[config.mk]
export PLATFORM = sky130hd
export DESIGN_NAME = hcw_clock_ctrl
export DESIGN_NICKNAME = d
export VERILOG_FILES = /design/src/hcw_pkg.sv /design/src/hcw_owd_counter.sv /design/src/hcw_clock_ctrl.sv
export VERILOG_INCLUDE_DIRS = /design/src /design/src/src
export SDC_FILE = /design/constraint.sdc
export NUM_CORES = 1
export LEC_CHECK = 0
export BUFFER_PORTS_ARGS = -buffer_cell sky130_fd_sc_hd__buf_2
export CORE_ASPECT_RATIO = 1.4
export CORE_MARGIN = 1
export CORE_UTILIZATION = 63
export DETAILED_ROUTE_END_ITERATION = 8
export PLACE_DENSITY = 0.8
export SETUP_SLACK_MARGIN = 0.2
export SLEW_MARGIN = 20
export SYNTH_ARGS = -nofsm -noshare
export SYNTH_HDL_FRONTEND = slang
export SYNTH_SLANG_ARGS = --single-unit
[constraint.sdc]
create_clock -name i_mclk -period 36.8 [get_ports i_mclk]
set_clock_uncertainty 0.1 [all_clocks]
set_input_delay 0 -clock i_mclk [delete_from_list [all_inputs] [get_ports i_mclk]]
set_output_delay 0 -clock i_mclk [all_outputs]
set_load 0.05 [all_outputs]
[src/hcw_map.svh]
// Constants for the CPU clock source and oscillator watchdog block
`ifndef HCW_MAP_SVH
`define HCW_MAP_SVH

// ****************************************
// Mode pin encodings
// ****************************************
`define HCW_MODE_X4      3'h7
`define HCW_MODE_X3      3'h6
`define HCW_MODE_X8      3'h5
`define HCW_MODE_X5      3'h4
`define HCW_MODE_DIRECT  3'h3
`define HCW_MODE_X10     3'h2
`define HCW_MODE_PRESC   3'h1
`define HCW_MODE_X16     3'h0

// ****************************************
// Watchdog and timing
// ****************************************
`define HCW_SYSCFG_OWD_DIS_BIT 4
`define HCW_OWD_LIMIT          16
`define HCW_MCLK_PERIOD_NS     10
`define HCW_PLL_FREE_PERIOD_NS 40
`define HCW_PLL_FREE_DIV       (`HCW_PLL_FREE_PERIOD_NS / `HCW_MCLK_PERIOD_NS)
`define HCW_CAPTURE_DELAY      2'h2

`endif

[src/hcw_pkg.sv]
// Types for the CPU clock source and oscillator watchdog block
package hcw_pkg;

   typedef enum logic [3:0] {
      HCW_SRC_WAIT = 4'b0001,
      HCW_SRC_EXT  = 4'b0010,
      HCW_SRC_PLL  = 4'b0100,
      HCW_SRC_FAIL = 4'b1000
   } hcw_src_type;

   typedef struct packed {
      logic pll_on;
      logic amp_bypass;
      logic on_pll_free;
      logic owd_irq;
   } hcw_status_type;

endpackage

[src/hcw_owd_counter.sv]
// Oscillator watchdog counter: free-running ticks cleared by input transitions
`timescale 1ns/1ps
module hcw_owd_counter #(
   parameter int W     = 5,
   parameter int LIMIT = 16
) (
   input  wire logic i_mclk,      // System clock
   input  wire logic i_rst_b,     // Async reset, active low
   input  wire logic i_enable,    // Supervision active
   input  wire logic i_tick,      // Free-running PLL tick
   input  wire logic i_clear,     // External clock transition
   output logic      o_overflow   // Failure seen, sticky while enabled
);
   logic [W-1:0] count;

   // Clear wins over a tick in the same cycle
   always_ff @(posedge i_mclk or negedge i_rst_b) begin
      if (!i_rst_b) begin
         count <= '0;
      end else if (!i_enable || i_clear) begin
         count <= '0;
      end else if (i_tick && !o_overflow) begin
         count <= count + W'(1);
      end
   end

   always_ff @(posedge i_mclk or negedge i_rst_b) begin
      if (!i_rst_b) begin
         o_overflow <= 1'b0;
      end else if (!i_enable) begin
         o_overflow <= 1'b0;
      end else if (i_tick && !i_clear && count == W'(LIMIT - 1)) begin
         o_overflow <= 1'b1;
      end
   end
endmodule

[src/hcw_clock_ctrl.sv]
// CPU clock source selection, clock generation and oscillator watchdog
`timescale 1ns/1ps
`include "hcw_map.svh"

// Notes on behaviour
// - Clock mechanism chosen from three mode pins
// - Encodings give x4,x3,x8,x5,x1,x10,/2,x16
// - Mode 001 divides oscillator clock by two
// - Prescaler phases each last one input period
// - Mode 011 bypasses amplifier, PLL off only with watchdog disabled
// - Direct drive follows input frequency and duty
// - Both CPU clock edges usable as events
// - Watchdog on by default, disable input bit
// - Supervision only in direct or prescaler mode
// - Free-run ticks count, input transitions clear
// - Overflow after sixteen ticks without transition
// - Overflow switches to PLL, raises request
// - Failover sticks until hardware or bidirectional reset
// - Watchdog disabled in direct or prescaler mode: external clock, PLL off
// - PLL modes multiply input by chosen factor
module hcw_clock_ctrl
   import hcw_pkg::*;
#(
   parameter int PER_W = 16
) (
   input  wire logic       i_mclk,                 // 100 MHz system clock
   input  wire logic       i_rst_b,                // Async hardware reset, active low
   input  wire logic       i_sw_reset,             // Bidirectional sw/wdt reset pulse
   input  wire logic       i_crystal_input_pin,    // External clock pin, async
   input  wire logic [2:0] i_clock_mode_pins,      // Mode straps, async
   input  wire logic       i_osc_watchdog_disable, // System config bit 4
   output logic            o_cpu_clk,              // Generated CPU clock
   output logic            o_cpu_edge,             // Pulse on each CPU clock edge
   output logic [2:0]      o_clock_mode,           // Latched mode
   output hcw_status_type  o_status                // Source and request status
);
   // ****************************************
   // Synchronisers
   // ****************************************
   logic       xtal_m, xtal_s, xtal_d;
   logic [2:0] mode_m, mode_s;

   always_ff @(posedge i_mclk or negedge i_rst_b) begin
      if (!i_rst_b) begin
         xtal_m <= 1'b0;
         xtal_s <= 1'b0;
         xtal_d <= 1'b0;
         mode_m <= 3'h0;
         mode_s <= 3'h0;
      end else begin
         xtal_m <= i_crystal_input_pin;
         xtal_s <= xtal_m;
         xtal_d <= xtal_s;
         mode_m <= i_clock_mode_pins;
         mode_s <= mode_m;
      end
   end

   logic xtal_rise, xtal_edge;
   assign xtal_rise = xtal_s & ~xtal_d;
   assign xtal_edge = xtal_s ^ xtal_d;

   // ****************************************
   // Mode capture and source state
   // ****************************************
   hcw_src_type state;
   logic [2:0]  mode;
   logic [1:0]  cap_cnt;
   logic        owd_ovf, ext_mode;

   // Straps are read only after the synchroniser has filled
   assign ext_mode = (mode_s == `HCW_MODE_DIRECT) || (mode_s == `HCW_MODE_PRESC);

   always_ff @(posedge i_mclk or negedge i_rst_b) begin
      if (!i_rst_b) begin
         state   <= HCW_SRC_WAIT;
         mode    <= `HCW_MODE_X4;
         cap_cnt <= 2'h0;
      end else if (i_sw_reset) begin
         state   <= HCW_SRC_WAIT;
         cap_cnt <= 2'h0;
      end else begin
         unique case (state)
            HCW_SRC_WAIT: begin
               if (cap_cnt == `HCW_CAPTURE_DELAY) begin
                  mode  <= mode_s;
                  state <= ext_mode ? HCW_SRC_EXT : HCW_SRC_PLL;
               end else begin
                  cap_cnt <= cap_cnt + 2'h1;
               end
            end
            HCW_SRC_EXT: if (owd_ovf) begin
               state <= HCW_SRC_FAIL;
            end
            HCW_SRC_PLL: state <= HCW_SRC_PLL;
            HCW_SRC_FAIL: state <= HCW_SRC_FAIL;
            default: state <= HCW_SRC_WAIT;
         endcase
      end
   end

   // ****************************************
   // Free-running PLL tick and watchdog
   // ****************************************
   localparam int FREE_DIV = (`HCW_PLL_FREE_DIV < 1) ? 1 : `HCW_PLL_FREE_DIV;
   logic [7:0] free_cnt;
   logic       free_tick, owd_enable;

   // Watchdog only supervises non-multiplied modes
   assign owd_enable = (state == HCW_SRC_EXT) && !i_osc_watchdog_disable;

   always_ff @(posedge i_mclk or negedge i_rst_b) begin
      if (!i_rst_b) begin
         free_cnt  <= 8'h00;
         free_tick <= 1'b0;
      end else if (owd_enable || state == HCW_SRC_FAIL) begin
         free_tick <= (free_cnt == 8'(FREE_DIV - 1));
         free_cnt  <= (free_cnt == 8'(FREE_DIV - 1)) ? 8'h00 : free_cnt + 8'h01;
      end else begin
         free_tick <= 1'b0;
         free_cnt  <= 8'h00;
      end
   end

   hcw_owd_counter #(
      .W     (5),
      .LIMIT (`HCW_OWD_LIMIT)
   ) u_owd (
      .i_mclk     (i_mclk),
      .i_rst_b    (i_rst_b),
      .i_enable   (owd_enable),
      .i_tick     (free_tick),
      .i_clear    (xtal_edge),
      .o_overflow (owd_ovf)
   );

   // ****************************************
   // Input period and PLL half period
   // ****************************************
   logic [PER_W-1:0] per_cnt, period, tcl_cnt, tcl_len;

   // Half period of the multiplied clock is period / (2 * factor)
   function automatic logic [PER_W-1:0] half_of(input logic [PER_W-1:0] p,
                                               input logic [2:0] m);
      logic [PER_W-1:0] h;
      h = '0;
      unique case (m)
         `HCW_MODE_X4:  h = p / PER_W'(8);
         `HCW_MODE_X3:  h = p / PER_W'(6);
         `HCW_MODE_X8:  h = p / PER_W'(16);
         `HCW_MODE_X5:  h = p / PER_W'(10);
         `HCW_MODE_X10: h = p / PER_W'(20);
         `HCW_MODE_X16: h = p / PER_W'(32);
         default:       h = PER_W'(1);
      endcase
      return (h == '0) ? PER_W'(1) : h;
   endfunction

   assign tcl_len = half_of(period, mode);

   always_ff @(posedge i_mclk or negedge i_rst_b) begin
      if (!i_rst_b) begin
         per_cnt <= '0;
         period  <= PER_W'(1);
      end else if (xtal_rise) begin
         period  <= per_cnt + PER_W'(1);
         per_cnt <= '0;
      end else if (per_cnt != '1) begin
         per_cnt <= per_cnt + PER_W'(1);
      end
   end

   // Reload only at zero while in PLL state, so a new period changes the rate smoothly
   always_ff @(posedge i_mclk or negedge i_rst_b) begin
      if (!i_rst_b) begin
         tcl_cnt <= '0;
      end else if (state != HCW_SRC_PLL || tcl_cnt == '0) begin
         tcl_cnt <= tcl_len - PER_W'(1);
      end else begin
         tcl_cnt <= tcl_cnt - PER_W'(1);
      end
   end

   // ****************************************
   // CPU clock generation
   // ****************************************
   logic next_cpu_clk;

   always_comb begin
      next_cpu_clk = o_cpu_clk;
      unique case (state)
         HCW_SRC_WAIT: next_cpu_clk = 1'b0;
         HCW_SRC_EXT: if (mode == `HCW_MODE_DIRECT) begin
            next_cpu_clk = xtal_s;
         end else if (xtal_rise) begin
            next_cpu_clk = ~o_cpu_clk;
         end
         HCW_SRC_PLL: if (tcl_cnt == '0) begin
            next_cpu_clk = ~o_cpu_clk;
         end
         HCW_SRC_FAIL: if (free_tick) begin
            next_cpu_clk = ~o_cpu_clk;
         end
         default: next_cpu_clk = 1'b0;
      endcase
   end

   always_ff @(posedge i_mclk or negedge i_rst_b) begin
      if (!i_rst_b) begin
         o_cpu_clk  <= 1'b0;
         o_cpu_edge <= 1'b0;
      end else begin
         o_cpu_clk  <= next_cpu_clk;
         o_cpu_edge <= next_cpu_clk != o_cpu_clk;
      end
   end

   // ****************************************
   // Status outputs
   // ****************************************
   always_ff @(posedge i_mclk or negedge i_rst_b) begin
      if (!i_rst_b) begin
         o_status     <= '0;
         o_clock_mode <= `HCW_MODE_X4;
      end else begin
         o_clock_mode         <= mode;
         o_status.pll_on      <= (state == HCW_SRC_PLL) || (state == HCW_SRC_FAIL)
                                 || owd_enable;
         o_status.amp_bypass  <= (state == HCW_SRC_EXT) && (mode == `HCW_MODE_DIRECT);
         o_status.on_pll_free <= state == HCW_SRC_FAIL;
         if (state == HCW_SRC_WAIT) begin
            o_status.owd_irq <= 1'b0;
         end else if (state == HCW_SRC_EXT && owd_ovf) begin
            o_status.owd_irq <= 1'b1;
         end
      end
   end
endmodule

; Yosys cells after proc, flatten, opt, wreduce, memory -nomap -nowiden
; Index checks and enable logic that the tools add are counted.
[word_totals]
register_bits = 90
[classes]
add_sub_neg = 6
n_div = 3
eq_ne = 22
muxes = 27
bitwise_logic = 5
reduce_logical = 26
[ops]
columns = operator, count
row1 = $pmux W16 S6, 1
row2 = $mux W16, 4
row3 = $logic_not A16 Y1, 2
row4 = $sub A16 B1 Y16 const B, 2
row5 = $add A16 B1 Y16 const B, 1
row6 = $div A16 B3 Y16 const B, 1
row7 = $div A16 B4 Y16 const B, 1
row8 = $div A16 B5 Y16 const B, 1
row9 = $mux W8, 2
row10 = $ne A16 B16 Y1 const B, 1
row11 = $pmux W4 S4, 1
row12 = $eq A3 B3 Y1 const B, 4
row13 = $mux W4, 3
row14 = $mux W5, 2
row15 = $eq A3 B2 Y1 const B, 3
row16 = $mux W1, 9
row17 = $add A8 B1 Y8 const B, 1
row18 = $eq A8 B2 Y1 const B, 1
row19 = $reduce_bool A2 Y1, 4
row20 = $logic_and A1 B1 Y1, 6
row21 = $logic_or A1 B1 Y1, 6
row22 = $mux W2, 3
row23 = $add A5 B1 Y5 const B, 1
row24 = $eq A5 B4 Y1 const B, 1
row25 = 22 further kinds, 28

; Logic depth before layout (Yosys ltp)
[logic_depth]
word_depth = 6
depth_mapped = 142

; By module
; Synthesis repeated with hierarchy kept, for this count alone.
[unflattened]
cells_unflattened = 1059
area_unflattened_um2 = 8680.8
[by_module_without_submodules]
columns = mod, n_inst, cells_each, area_each_um2
row1 = hcw_clock_ctrl, 1, 1029, 8380.5
row2 = hcw_owd_counter, 1, 30, 300.3

; Least setup slack after synthesis
; No wires, ideal clock.
[synth_timing]
path_kind = reg-to-reg
from = reg mode[0]
to = reg tcl_cnt[14]
setup_time_ns = 0.123
arrival_ns = 26.394
t_required_ns = 36.577
slack_ns = 10.183
path_stages_with_launch = 131
synth_period_minus_slack_ns = 26.617
path_cell_list = dfstp_2 clkbuf_1 clkbuf_1 clkbuf_1 clkbuf_1 clkbuf_1 nor2_1 nand2_1 inv_1 ha_1 a211o_1 o31a_1 and2_1 ha_1 o21a_1 o21a_1 o21a_2 mux2i_1 [... 95 more ...] or4b_4 a2111oi_4 nand2_1 mux2_2 ha_1 nor2b_1 o21ai_0 nand2_1 a31oi_1 o311ai_0 o32ai_1 a31o_2 nor2b_1 ha_1 a21boi_1 and2_1 nor2b_1 xnor2_1
[synth_via]
elab_chain_len = 6
word_cells_on_any_way = 11
classes_between = add/sub: 1 / eq/ne: 5 / mux: 3 / reduce/logical: 2
[synth_rtl]
columns = element, line_no
row1 = from (decl), hcw_clock_ctrl.sv:67  ; logic [2:0] mode;
row2 = from (signal assigned), hcw_clock_ctrl.sv:77  ; mode <= `HCW_MODE_X4;
row3 = from (signal assigned), hcw_clock_ctrl.sv:86  ; mode <= mode_s;
row4 = "$eq A3 B2 Y1, or another cell as far along", hcw_clock_ctrl.sv:147  ; unique case (m)
row5 = $pmux W16 S6 (*), hcw_clock_ctrl.sv:147
row6 = $logic_not A16 Y1, hcw_clock_ctrl.sv:156  ; return (h == '0) ? PER_W'(1) : h;
row7 = $mux W16 (*), hcw_clock_ctrl.sv:156
row8 = $sub A16 B1 Y16 (*), hcw_clock_ctrl.sv:178  ; tcl_cnt <= tcl_len - PER_W'(1);
row9 = $mux W16 (*), hcw_clock_ctrl.sv:177  ; end else if (state != HCW_SRC_PLL || tcl_cnt == '0) begin
row10 = to (signal assigned), hcw_clock_ctrl.sv:178
row11 = to (signal assigned), hcw_clock_ctrl.sv:180  ; tcl_cnt <= tcl_cnt - PER_W'(1);
row12 = to (decl), hcw_clock_ctrl.sv:140  ; logic [PER_W-1:0] per_cnt, period, tcl_cnt, tcl_len;
; Every way passes the cells marked *; elsewhere a longest branch is shown, timed or not.
; A chain may end at the register's enable or synchronous reset.

; Final worst setup path
; Ends and elaborated chain as after synthesis.

==> key figures <==
Logic synthesis
  – Most common cell in the netlist: nor2_1
  – Commonest cells post-synth: 122 x nor2_1, 90 x nand2_1, 82 x dfrtp_1, 75 x a21oi_1, 60 x ha_1
  – Post-Syn Instances: 1,060
  – Number of flops mapped to enable cells by yosys: 0
  – Unique masters post-synth: 96
  – Post-synth top flop: dfrtp_1
  – Post-Syn Nets: 1,128
  – Post-synthesis simple-gate area fraction: 0.258
  – Synth Warn #: 0
  – Top cells by area, synth: dfrtp_1 23%, ha_1 8.6%, nor2_1 5.2%, a21oi_1 4.3%, nand2_1 3.9%
  – Dominant cell type by area after synthesis: dfrtp_1
  – Area share of the largest cell type after synthesis: 0.235
  – Post-Syn Area: 0.00873 sq mm
  – Synth async-reset ratio: 1.00
  – Synth Area in XOR/XNOR: 0.0602
  – Syn avg cell area: 8.24 sq um
  – Sequential share of the synthesized area: 0.259
  – Largest family of logic cells by synthesized area: simple AND/OR/NAND/NOR gates
  – Adder-cell share of the synthesized area: 0.0871
  – Compound-Gate Fraction of Synth Area: 0.244
  – Multiplexer share of the synthesized area: 0.0579
  – Register bit total from synthesis: 90

Clocking
  – H-tree depth: 3
  – Postcts setup bufs: 0
  – Clock sink count: 90
  – Clk buf depth: 2
  – Total CTS buffers: 9
  – Hold_buf cts: 7
  – CTS root buffer: clkbuf_16
  – TritonCTS clock tree: built
  – Clk slew on worst S/H paths: 60 ps
  – Clk_lat worst skew: 330 ps
  – Post-CTS sizing: 0

Timing
  – RSZ-0062 raised after global routing: no
  – Final Cycle Share: 0.812
  – Final worst path period need: 29,860 ps
  – Peak Freq: 0.0335 GHz
  – Worst Setup Slack, final: 6940 ps
  – Setup_tns: 0 ps
  – Max Transition Viols Final: 0
  – Slew HR: 0.375
  – Final Hold Viols: 0
  – Setup Viol. Count Final: 0
  – Worst-margin pin slew: 938 ps

Critical path
  – Most used cell, CP: ha_1
  – CP max-delay cell: dfstp_2
  – WP data arrival: 30,020 ps
  – Worst EP required: 36,960 ps
  – Critical path type: reg2reg
  – Slowest stage delay, CP: 1040 ps
  – Critical path endpoint category: register
  – Worst-path fanout max: 49
  – Startpoint class of the critical path: register

Route
  – Detailed router's first-iteration violation count: 465
  – 1st-pass router iterations: 5
  – Post-DR wirelength/cell: 17.6 um
  – Residual DRC: 0
  – Vias: 8,003
  – Routed WL: 21,900 um
  – Post-route ant nets: 0
  – Avg Vias per Cell: 6.46

Layout
  – Area grow syn2layout: 5.47%
  – ANT cells: 0
  – Fill count: 1,109
  – Net count, final: 1,121
  – Share of layout cells above drive strength 1: 0.114
  – Non-Filler Instances: 1,239
  – Fin util: 0.685

Worst hold path
  – Worst min-delay path class: in2async

Placed design
  – Pre-CTS setup slack: 7260 ps
  – DP Wirelength: 16,600 um
  – Gp weighted congestion: 0.972
  – Placed Instances: 1,217
  – Port bufs: 16

Global route
  – Initial antenna violation count: 0
  – Number of global-route vias before repair: 7,824
  – First-pass GRT wire length: 36,400 um
  – GRT met3 Usage: 0.0251
  – Largest net degree at the start of global routing: 59
  – GR Util met2: 0.595
  – Most Used Layer, Global Route: met2
  – Total gr overflow: 0
  – GRT met1 Usage: 0.361
  – Total GRT Usage: 0.318

Floorplan
  – Placeable Area: 0.0135 sq mm
  – Rows: 50
  – Die footprint: 0.0143 sq mm
  – Chip height: 141 um
  – IO Count: 17
  – Die width: 102 um
  – Initial Util: 0.649

Flow run
  – MaxCap Viol Count: 0

Run status
  – Status: complete, no violations
-- placed cells by master, fill, tap and decap left out, types with 5 or more instances in the layout --
| master | instances |
|---|---|
| nand3_1 | 30 |
| nor4_1 | 13 |
| and2_1 | 11 |
| dfstp_2 | 8 |
| inv_1 | 26 |
| o21ai_1 | 5 |
| o21a_1 | 29 |
| o31a_1 | 5 |
| mux2_2 | 18 |
| a22oi_1 | 8 |
| buf_2 | 15 |
| ha_1 | 60 |
| nand3b_1 | 7 |
| a21o_1 | 12 |
| clkbuf_16 | 9 |
| or2_2 | 16 |
| and3_1 | 11 |
| xnor2_1 | 36 |
| nor2b_1 | 16 |
| o31ai_1 | 7 |
| or4_1 | 6 |
| o21bai_1 | 5 |
| a31oi_1 | 8 |
| nor4b_1 | 7 |
| o211ai_1 | 25 |
| nor3_1 | 42 |
| dlygate4sd3_1 | 7 |
| nand4_1 | 13 |
| o21ai_0 | 39 |
| a21oi_1 | 75 |
| xor2_1 | 24 |
| a211oi_1 | 16 |
| mux2i_1 | 25 |
| nor2_1 | 122 |
| nand2b_1 | 6 |
| or3_1 | 10 |
| nand2_1 | 90 |
| dfrtp_1 | 82 |
-- worst max-delay path: cells and delay by family, from the launching register on --
kind,cells,cell delay [ps]
AOI/OAI and AO/OA,49,10220
xor gates and xnor gates,1,120
adders and majority gates,15,4540
buffers and inverters,3,640
DFF,1,1040
muxes,7,2560
and+or+nand+nor,47,10560
-- metrics by stage --
stage	hold slack [ps]	instance area, sq um
2_1_floorplan	-396	8730
3_3_place_gp	-132	8870
3_5_place_dp	-135	8870
4_1_cts	48.9	9210
5_1_grt	70.1	9210
6_report	48.4	9210
-- cell families after synthesis --
kind of cell | Yosys count
compound gates | 301
xor+xnor | 60
fa+ha+maj | 61
buf+inv | 71
flops | 90
mux | 46
simple gates | 431
-- cell type report --
cell class	instances	area (sq um)	area share
sequential	90	2260	0.246
clock buffer	12	256	0.0278
clock inverter	3	15.0	0.00163
inverter	28	105	0.0114
timing repair buffer	25	168	0.0182
tap	182	228	0.0247
multi-input combinational	899	6180	0.671
-- layer usage --
metal	share of wire	vias to the layer above
li1	-	3916
met1	0.41	3831
met2	0.53	201
met3	0.030	55
met4	0.035	0
met5	0	-
-- worst paths after layout --
kind | endpoint | slack (ps) | depth (start not counted) | start
setup reg to reg | tcl_cnt[14] | 6940 | 122 | mode[0]
min in group i_mclk | mode_m[0] | 210 | 2 | i_clock_mode_pins[0]
max in group asynchronous | per_cnt[15] | 35510 | 3 | i_rst_b
setup / recovery | tcl_cnt[14] | 6940 | 122 | mode[0]
hold / removal | u_owd.count[2] | 50 | 2 | i_rst_b
hold reg to reg | mode_s[1] | 250 | 0 | mode_m[1]
-- sequential cells by signal, indices dropped and copies added (netlist names) --
signal	flops
xtal_s	1
xtal_m	1
free_tick	1
u_owd.o_overflow	1
mode_m	3
tcl_cnt	16
mode	3
o_cpu_edge	1
mode_s	3
xtal_d	1
o_clock_mode	3
free_cnt	8
u_owd.count	5
state	4
o_cpu_clk	1
o_status	4
period	16
per_cnt	16
cap_cnt	2
Power is not shown: default switching activity piles up to over one toggle a cycle in this logic, so the estimate is an artifact.
